## config.mk

```make
export PLATFORM = sky130hd
export DESIGN_NAME = hlc_loop_ctrl
export DESIGN_NICKNAME = d
export VERILOG_FILES = /design/src/hlc_pkg.sv /design/src/hlc_slb_if.sv /design/src/hlc_loop_ctrl.sv /design/src/hlc_short_buf.sv
export VERILOG_INCLUDE_DIRS = /design/src /design/src/src
export SDC_FILE = /design/constraint.sdc
export NUM_CORES = 1
export LEC_CHECK = 0
export BUFFER_PORTS_ARGS = -buffer_cell sky130_fd_sc_hd__buf_2
export CORE_ASPECT_RATIO = 1.5
export CORE_MARGIN = 2
export CORE_UTILIZATION = 25
export CTS_BUF_LIST = sky130_fd_sc_hd__clkbuf_16
export CTS_CLUSTER_SIZE = 40
export DETAILED_ROUTE_END_ITERATION = 10
export PLACE_DENSITY = 0.38
export SYNTH_ARGS = -nofsm -noshare
export SYNTH_HDL_FRONTEND = slang
export SYNTH_SLANG_ARGS = --single-unit
```

## constraint.sdc

```tcl
create_clock -name clock -period 24.5 [get_ports clock]
set_input_delay 1.225 -clock clock [delete_from_list [all_inputs] [get_ports clock]]
set_output_delay 1.225 -clock clock [all_outputs]
set_load 0.02 [all_outputs]
```

## src/hlc_params.svh

```systemverilog
`ifndef HLC_PARAMS_SVH
`define HLC_PARAMS_SVH

// loop resources and datapath widths
`define HLC_NUM_LOOPS   4
`define HLC_ADDR_W      32
`define HLC_CNT_W       16
`define HLC_SET_W       64
// a fetch set spans 8 bytes; a loop start on this boundary saves one fetch
`define HLC_ALIGN_BITS  3

// reset values and count thresholds
`define HLC_ADDR_RST    32'h0000_0000
`define HLC_CNT_RST     16'sh0000
`define HLC_CNT_ZERO    16'sh0000
`define HLC_CNT_ONE     16'sh0001
`define HLC_SET_RST     64'h0000_0000_0000_0000

`endif

```

## src/hlc_pkg.sv

```systemverilog
package hlc_pkg;

  // loop instruction classes as seen by the sequencer
  typedef enum logic [2:0] {
    OP_NONE,
    OP_SETUP,
    OP_ENABLE,
    OP_ENABLE_SHORT,
    OP_BYPASS,
    OP_RESTART,
    OP_RESTART_DLY,
    OP_EXIT
  } hlc_op_t;

endpackage

```

## src/hlc_slb_if.sv

```systemverilog
`timescale 1ns/1ps
`include "hlc_params.svh"

// short-loop buffer port: capture on the first pass, read on replay
interface hlc_slb_if;
  logic                  wr_en;
  logic                  wr_idx;
  logic [`HLC_SET_W-1:0] wr_data;
  logic                  rd_idx;
  logic [`HLC_SET_W-1:0] rd_data;

  modport ctrl (output wr_en, output wr_idx, output wr_data, output rd_idx, input rd_data);
  modport buf_side (input wr_en, input wr_idx, input wr_data, input rd_idx, output rd_data);
endinterface

```

## src/hlc_loop_ctrl.sv

```systemverilog
`timescale 1ns/1ps
`include "hlc_params.svh"

// Overview of operation
// - four independent loops, each with start register, counter and active flag
// - start-setup instruction writes the loop start address register
// - count-enable instruction loads the counter and activates the loop
// - start and count registers keep their values until rewritten
// - short loops of one or two sets replay with no further fetches
// - short loops stay interruptible and resume after service
// - loop targets are absolute start addresses, never pc-relative
// - no endless loop form; every loop ends when its count runs out
// - bypass instruction jumps to label when count is zero or negative
// - early restart with count above 1 returns to loop start
// - early restart with count at most 1 leaves to the label
// - delayed restart acts after its delay-slot set executes
// - predicated exit leaves the loop only when the condition holds
// - aligned loop starts need one fetch fewer than unaligned ones at a loop-end wrap
module hlc_loop_ctrl (
  input  wire logic                          clock,
  input  wire logic                          rst_n,
  input  wire logic                          op_valid,
  input  wire hlc_pkg::hlc_op_t              op_kind,
  input  wire logic [1:0]                    op_loop,
  input  wire logic [`HLC_ADDR_W-1:0]        op_addr,
  input  wire logic signed [`HLC_CNT_W-1:0]  op_count,
  input  wire logic                          op_pred,
  input  wire logic                          op_cond,
  input  wire logic                          ex_valid,
  input  wire logic [`HLC_ADDR_W-1:0]        ex_pc,
  input  wire logic [`HLC_SET_W-1:0]         ex_set,
  input  wire logic                          irq_take,
  input  wire logic                          irq_return,
  output logic                               redirect_q,
  output logic [`HLC_ADDR_W-1:0]             redirect_addr_q,
  output logic                               redirect_extra_fetch_q,
  output logic                               fetch_hold_q,
  output logic                               replay_valid_q,
  output logic [`HLC_SET_W-1:0]              replay_set_q,
  output logic [`HLC_NUM_LOOPS-1:0]          loop_flags_q
);

  localparam int NL = `HLC_NUM_LOOPS;

  logic [`HLC_ADDR_W-1:0]       loop_begin_pointer_q     [NL];
  logic [`HLC_ADDR_W-1:0]       loop_final_address_q     [NL];
  logic signed [`HLC_CNT_W-1:0] loop_iteration_counter_q [NL];
  logic [NL-1:0]                short_q;
  logic                         short_run_q;
  logic                         two_sets_q;
  logic                         isr_q;
  logic                         pend_q;
  logic [`HLC_ADDR_W-1:0]       pend_lbl_q;

  logic [1:0]                   in_idx;
  logic                         any_act;
  logic                         at_end;
  logic signed [`HLC_CNT_W-1:0] cnt_in;
  hlc_pkg::hlc_op_t             act_op;
  logic                         restart_now;
  logic [`HLC_ADDR_W-1:0]       restart_lbl;
  logic                         exit_now;
  logic                         bypass_now;
  logic                         op_flow;
  logic                         end_wrap;
  logic                         end_done;
  logic                         short_run_d;
  logic                         isr_d;

  hlc_slb_if slb ();

  hlc_short_buf u_buf (
    .clock (clock),
    .slb   (slb.buf_side)
  );

  // innermost active loop: higher numbers always nest inside lower ones
  function automatic logic [1:0] inner_loop(input logic [NL-1:0] f);
    logic [1:0] r;
    r = 2'h0;
    for (int i = 0; i < NL; i++) begin
      if (f[i]) r = 2'(i);
    end
    return r;
  endfunction

  // decisions of this cycle; bypass, restart and exit win over the loop-end wrap
  always_comb begin
    in_idx      = inner_loop(loop_flags_q);
    any_act     = |loop_flags_q;
    cnt_in      = loop_iteration_counter_q[in_idx];
    at_end      = ex_valid && !isr_q && any_act && (ex_pc == loop_final_address_q[in_idx]);
    act_op      = op_valid ? op_kind : hlc_pkg::OP_NONE;
    restart_now = any_act && ((act_op == hlc_pkg::OP_RESTART) || (pend_q && ex_valid));
    restart_lbl = (act_op == hlc_pkg::OP_RESTART) ? op_addr : pend_lbl_q;
    exit_now    = any_act && (act_op == hlc_pkg::OP_EXIT) && (!op_pred || op_cond);
    bypass_now  = (act_op == hlc_pkg::OP_BYPASS)
                  && (loop_iteration_counter_q[op_loop] <= `HLC_CNT_ZERO);
    op_flow     = restart_now || exit_now || bypass_now;
    end_wrap    = at_end && !op_flow && (cnt_in > `HLC_CNT_ONE);
    end_done    = at_end && !op_flow && !(cnt_in > `HLC_CNT_ONE);
    isr_d       = irq_take ? 1'b1 : (irq_return ? 1'b0 : isr_q);
    short_run_d = short_run_q;
    if (end_wrap && short_q[in_idx]) short_run_d = 1'b1;
    if (end_done || op_flow) short_run_d = 1'b0;
  end

  // per-loop registers hold until an instruction or a loop end rewrites them
  always_ff @(posedge clock or negedge rst_n) begin
    if (!rst_n) begin
      for (int i = 0; i < NL; i++) begin
        loop_begin_pointer_q[i]     <= `HLC_ADDR_RST;
        loop_final_address_q[i]     <= `HLC_ADDR_RST;
        loop_iteration_counter_q[i] <= `HLC_CNT_RST;
      end
      loop_flags_q <= '0;
      short_q      <= '0;
    end else begin
      if (act_op == hlc_pkg::OP_SETUP) begin
        loop_begin_pointer_q[op_loop] <= op_addr;
      end
      if (bypass_now) begin
        loop_flags_q[op_loop] <= 1'b0;
      end
      if (restart_now) begin
        if (cnt_in > `HLC_CNT_ONE) begin
          loop_iteration_counter_q[in_idx] <= cnt_in - `HLC_CNT_ONE;
        end else begin
          loop_flags_q[in_idx] <= 1'b0;
        end
      end
      if (exit_now) begin
        loop_flags_q[in_idx] <= 1'b0;
      end
      if (end_wrap) begin
        loop_iteration_counter_q[in_idx] <= cnt_in - `HLC_CNT_ONE;
      end
      if (end_done) begin
        loop_flags_q[in_idx] <= 1'b0;
      end
      // count-enable comes last: a new loop beats a same-cycle end or restart
      if (act_op == hlc_pkg::OP_ENABLE || act_op == hlc_pkg::OP_ENABLE_SHORT) begin
        loop_iteration_counter_q[op_loop] <= op_count;
        loop_final_address_q[op_loop]     <= op_addr;
        loop_flags_q[op_loop]             <= 1'b1;
        short_q[op_loop]                  <= (act_op == hlc_pkg::OP_ENABLE_SHORT);
      end
    end
  end

  // delayed restart waits for its delay-slot set to complete
  always_ff @(posedge clock or negedge rst_n) begin
    if (!rst_n) begin
      pend_q     <= 1'b0;
      pend_lbl_q <= `HLC_ADDR_RST;
    end else if (act_op == hlc_pkg::OP_RESTART_DLY && any_act) begin
      pend_q     <= 1'b1;
      pend_lbl_q <= op_addr;
    end else if (ex_valid) begin
      pend_q <= 1'b0;
    end
  end

  // interrupt service suspends wrap and replay but keeps all loop state
  always_ff @(posedge clock or negedge rst_n) begin
    if (!rst_n) begin
      isr_q <= 1'b0;
    end else begin
      isr_q <= isr_d;
    end
  end

  // redirects go to the stored absolute start or the instruction's label; nothing is added to the pc
  always_ff @(posedge clock or negedge rst_n) begin
    if (!rst_n) begin
      redirect_q             <= 1'b0;
      redirect_addr_q        <= `HLC_ADDR_RST;
      redirect_extra_fetch_q <= 1'b0;
    end else begin
      redirect_q <= 1'b0;
      if (bypass_now || exit_now) begin
        redirect_q      <= 1'b1;
        redirect_addr_q <= op_addr;
      end else if (restart_now) begin
        redirect_q      <= 1'b1;
        redirect_addr_q <= (cnt_in > `HLC_CNT_ONE) ? loop_begin_pointer_q[in_idx]
                                                    : restart_lbl;
      end else if (end_wrap && !short_q[in_idx]) begin
        redirect_q      <= 1'b1;
        redirect_addr_q <= loop_begin_pointer_q[in_idx];
        // an unaligned start straddles fetch sets and costs one more fetch
        redirect_extra_fetch_q <=
          |loop_begin_pointer_q[in_idx][`HLC_ALIGN_BITS-1:0];
      end
    end
  end

  // first pass fills the buffer; later passes are served from it
  assign slb.wr_en   = ex_valid && !isr_q && any_act && short_q[in_idx] && !short_run_q;
  assign slb.wr_idx  = (ex_pc != loop_begin_pointer_q[in_idx]);
  assign slb.wr_data = ex_set;
  assign slb.rd_idx  = two_sets_q && (ex_pc != loop_final_address_q[in_idx]);

  // replay state; fetch hold drops during service so the handler can fetch
  always_ff @(posedge clock or negedge rst_n) begin
    if (!rst_n) begin
      short_run_q    <= 1'b0;
      two_sets_q     <= 1'b0;
      fetch_hold_q   <= 1'b0;
      replay_valid_q <= 1'b0;
      replay_set_q   <= `HLC_SET_RST;
    end else begin
      short_run_q    <= short_run_d;
      fetch_hold_q   <= short_run_d && !isr_d;
      replay_valid_q <= short_run_d && !isr_d && ex_valid && !isr_q;
      if (short_run_d && !isr_d && ex_valid && !isr_q) begin
        replay_set_q <= slb.rd_data;
      end
      if (act_op == hlc_pkg::OP_ENABLE_SHORT) begin
        two_sets_q <= 1'b0;
      end else if (slb.wr_en && slb.wr_idx) begin
        two_sets_q <= 1'b1;
      end
    end
  end
endmodule

```

## src/hlc_short_buf.sv

```systemverilog
`timescale 1ns/1ps
`include "hlc_params.svh"

module hlc_short_buf (
  input wire logic    clock,
  hlc_slb_if.buf_side slb
);

  // two execution sets are the most a short loop may hold
  logic [`HLC_SET_W-1:0] mem [2];

  // capture during the first pass only; no reset needed, replay reads after capture
  always_ff @(posedge clock) begin
    if (slb.wr_en) begin
      mem[slb.wr_idx] <= slb.wr_data;
    end
  end

  assign slb.rd_data = mem[slb.rd_idx];

endmodule

```

==> flow_summary.json <==
{
  "end_kind": "register",
  "drive_above_1_share_pct": 27.3,
  "tns_ns": 0,
  "crit_slowest_cell": "nor4_1",
  "crit_arrival_ns": 6.69,
  "p_per_area_nw_per_um2": 108,
  "seqPwrFrac_pct": 39.1,
  "portBuffers": 260,
  "syn2layout_area_growth_pct": 17.1,
  "synth.ff_latch_count": 592,
  "switching_share_pct": 37.6,
  "wirelength_um": 103000,
  "synth_compound_area_share_pct": 8.02,
  "start_util_pct": 25.3,
  "synthMuxAreaShare_pct": 18.1,
  "p_switching_mw": 1.33,
  "num_vias": 20241,
  "async_reset_ff_share_pct": 78.4,
  "syn_area_um2": 28200,
  "hold_viol_final": 0,
  "antenna_found_initial": 16,
  "clkLatencyLatePin_ns": 0.65,
  "gr-total-overflow": 0,
  "core_um2": 111000,
  "dpl.hpwl_um": 68500,
  "synthDistinctLibCells": 80,
  "placed_area_um2": 30800,
  "ant_nets": 0,
  "finalSetupViolCount": 0,
  "tritoncts": "built",
  "synth_edf_count": 128,
  "dieArea_um2": 115000,
  "syn-num-nets": 2663,
  "clkSinkCount": 592,
  "ios": 261,
  "ys_warn_count": 0,
  "tightest_slew_ns": 1.10,
  "synth_xor_area_share_pct": 2.89,
  "rows": 150,
  "status": "complete, no violations",
  "cpMostUsedCell": "buf_4",
  "drv_slew": 0,
  "crit_buf_inv": 3,
  "grt_pass1_vias": 21268,
  "synth_flop_cell": "dfrtp_1",
  "crit_path_start_kind": "register",
  "synth_simple_gate_area_share_pct": 12.6,
  "cts_setup_buffers": 0,
  "post_drt_via_cell_ratio": 4.83,
  "wl_per_cell_um": 24.6,
  "clkTransAtPathRegs_ns": 0.06,
  "cts.htree.levels": 3,
  "skew_ns": 0.0221,
  "synth_top_family_by_area": "multiplexers",
  "cap_violations": 0,
  "combPwrFrac_pct": 32.4,
  "first_pass_iters": 5,
  "cts_buffers": 67,
  "cts_resized": 0,
  "gp_congestion": 0.826,
  "cts_buffer_depth": 3,
  "drt_iter0_drc": 1174,
  "dieHeight_um": 415,
  "grt_pass1_wl_um": 151000,
  "cts_root_buffer": "clkbuf_16",
  "hold_buffers": 0,
  "min_path_type": "reg -> reg",
  "grt_max_degree": 85,
  "path_cells": "buf_4, buf_4, mux2i_1, o21ai_0, mux2i_1, xnor2_1, nor4_1, nand4_1, nor4_1, nor4b_2, buf_4",
  "die_width_um": 278,
  "crit_type": "reg -> reg",
  "fin_crit_ns": 6.41,
  "rsz0062_at_grt": "no",
  "grtUsageTotal_pct": 17.7,
  "clock.fmax_ghz": 0.156,
  "synth_adder_area_share_pct": 0.0889,
  "pwr-share-clk_pct": 28.5,
  "p_leak_nw": 15.0,
  "crit_fanout": 58,
  "syn-instance-count": 2504,
  "yosysSeqAreaShare_pct": 54.9,
  "cpPeakStageDelay_ns": 0.91,
  "min_period_over_period_pct": 26.2,
  "fin_area_um2": 33000,
  "ir_drop_v": 0.0000503,
  "drc": 0,
  "internal_power_mw": 2.21,
  "cp_top_family": "simple AND/OR/NAND/NOR gates",
  "critPathRequiredTime_ns": 24.78,
  "maxSlewHeadroom_pct": 26.6,
  "final_nets": 2852,
  "avgSynthCellArea_um2": 11.2
}
[final timing paths]
kind	to	slack (ns)	cells after the start	startpoint
min in group asynchronous	loop_iteration_counter_q[46]	0.56	1	rst_n
worst max register to register	u_buf.mem[0][35]	18.09	11	loop_flags_q[1]
worst min register to register	loop_final_address_q[72]	0.47	2	loop_final_address_q[72]
worst min-delay path	loop_final_address_q[72]	0.47	2	loop_final_address_q[72]
worst max-delay path	u_buf.mem[0][35]	18.09	11	loop_flags_q[1]
max in group asynchronous	loop_begin_pointer_q[35]	21.28	3	rst_n
[worst register-to-register path: stages, from the launching register on]
cell,delay (ns)
dfrtp_4,0.89
buf_4,0.62
buf_4,0.54
mux2i_1,0.25
o21ai_0,0.09
mux2i_1,0.26
xnor2_1,0.10
nor4_1,0.52
nand4_1,0.17
nor4_1,0.91
nor4b_2,0.81
buf_4,0.81
[synth_stat cells, drive strengths merged, types with 3 or more instances]
cell type  count  share of area [%]
a21oi         64                1.1
xnor2         65                2.0
xor2          28               0.87
nor4          23               0.59
nand4         10               0.22
nand3         34               0.62
o31ai          5               0.20
a21o           5               0.13
mux2         296                 13
nor3          19               0.36
nor2b         22               0.49
o32ai         15               0.47
or3            3              0.067
o211ai        15               0.40
o21ai        130                2.3
mux2i        153                5.5
a221oi        11               0.34
a22o           3              0.093
buf           80                1.8
clkbuf        96                1.3
o22ai         35               0.78
a21bo         15               0.53
inv           25               0.33
and2           7               0.16
and3b         15               0.47
a22oi         16               0.43
nor3b         18               0.50
dfrtp        464                 41
edfxtp       128                 14
nand2b         4              0.089
nor2         115                1.6
o221ai         4               0.12
a31oi         14               0.31
nand2        532                7.1
[power groups by stage]
stage	sequential (mW)	clock [mW]	combinational (mW)
3_3_place_gp	1.40	0	1.16
3_5_place_dp	1.40	0	1.17
4_1_cts	1.39	1.05	1.17
5_1_grt	1.41	1.08	1.26
2_1_floorplan	1.34	0	0.804
6_report	1.39	1.01	1.15
[layout by cell type, fill, tap and decap left out, drive strengths merged, types with 11 or more instances in the layout]
master,n
a21bo,15
a21oi,64
a221oi,11
a22oi,16
a31oi,14
and3b,15
buf,296
clkbuf,67
clkinv,30
dfrtp,464
edfxtp,128
inv,40
mux2,296
mux2i,153
nand2,532
nand3,34
nor2,115
nor2b,22
nor3,19
nor3b,18
nor4,23
o211ai,15
o21ai,130
o22ai,35
o32ai,15
xnor2,65
xor2,28
[per-layer routing]
| layer | wire (µm) | share of wire [%] | global-route usage (%) |
|---|---|---|---|
| met2 | 52400 | 51 | 31.5 |
| met5 | 69 | 0.067 | 0 |
| met3 | 4380 | 4.2 | 2.72 |
| met1 | 43200 | 42 | 21.7 |
| met4 | 3140 | 3.0 | 6.16 |
[cells by family after synthesis]
kind of cell / Yosys count
AO/OA/AOI/OAI: 352
XOR/XNOR: 93
adder cells (fa/ha/maj): 2
buffers and inverters: 201
flip-flops: 592
multiplexers: 450
AND/OR/NAND/NOR: 814
[stage by stage]
| stage | instances | util (%) | hold slack [ns] | setup WS, ns | total power [mW] |
|---|---|---|---|---|---|
| after global routing | 4189 | 29.6 | 0.497 | 17.67 | 3.75 |
| after global placement | 4068 | 27.6 | 0.457 | 17.94 | 2.55 |
| after floorplan | 2504 | - | 0.441 | 14.63 | 2.15 |
| after CTS | 4188 | 29.6 | 0.477 | 17.94 | 3.60 |
| final | 4191 | 29.6 | 0.475 | 18.09 | 3.55 |
| after detailed placement | 4068 | 27.6 | 0.462 | 17.96 | 2.57 |
[area by class of cell]
| class | instances | area, µm² |
|---|---|---|
| fill | 11550 | 78500 |
| sequential | 592 | 15500 |
| multi-input combinational | 1711 | 11900 |
| tap | 1444 | 1810 |
| clock buffer | 67 | 1680 |
| timing repair buffer | 296 | 1580 |
| clock inverter | 53 | 460 |
| inverter | 25 | 93.8 |
| antenna | 3 | 7.51 |
[flip-flops by register name, indices dropped and copies added (netlist names)]
signal / cells
loop_begin_pointer_q: 128
loop_final_address_q: 128
u_buf.mem: 128
loop_iteration_counter_q: 64
replay_set_q: 64
pend_lbl_q: 32
redirect_addr_q: 32
loop_flags_q: 4
short_q: 4
fetch_hold_q: 1
isr_q: 1
pend_q: 1
redirect_extra_fetch_q: 1
redirect_q: 1
replay_valid_q: 1
short_run_q: 1
two_sets_q: 1
Power figures use the tool's default switching activity.
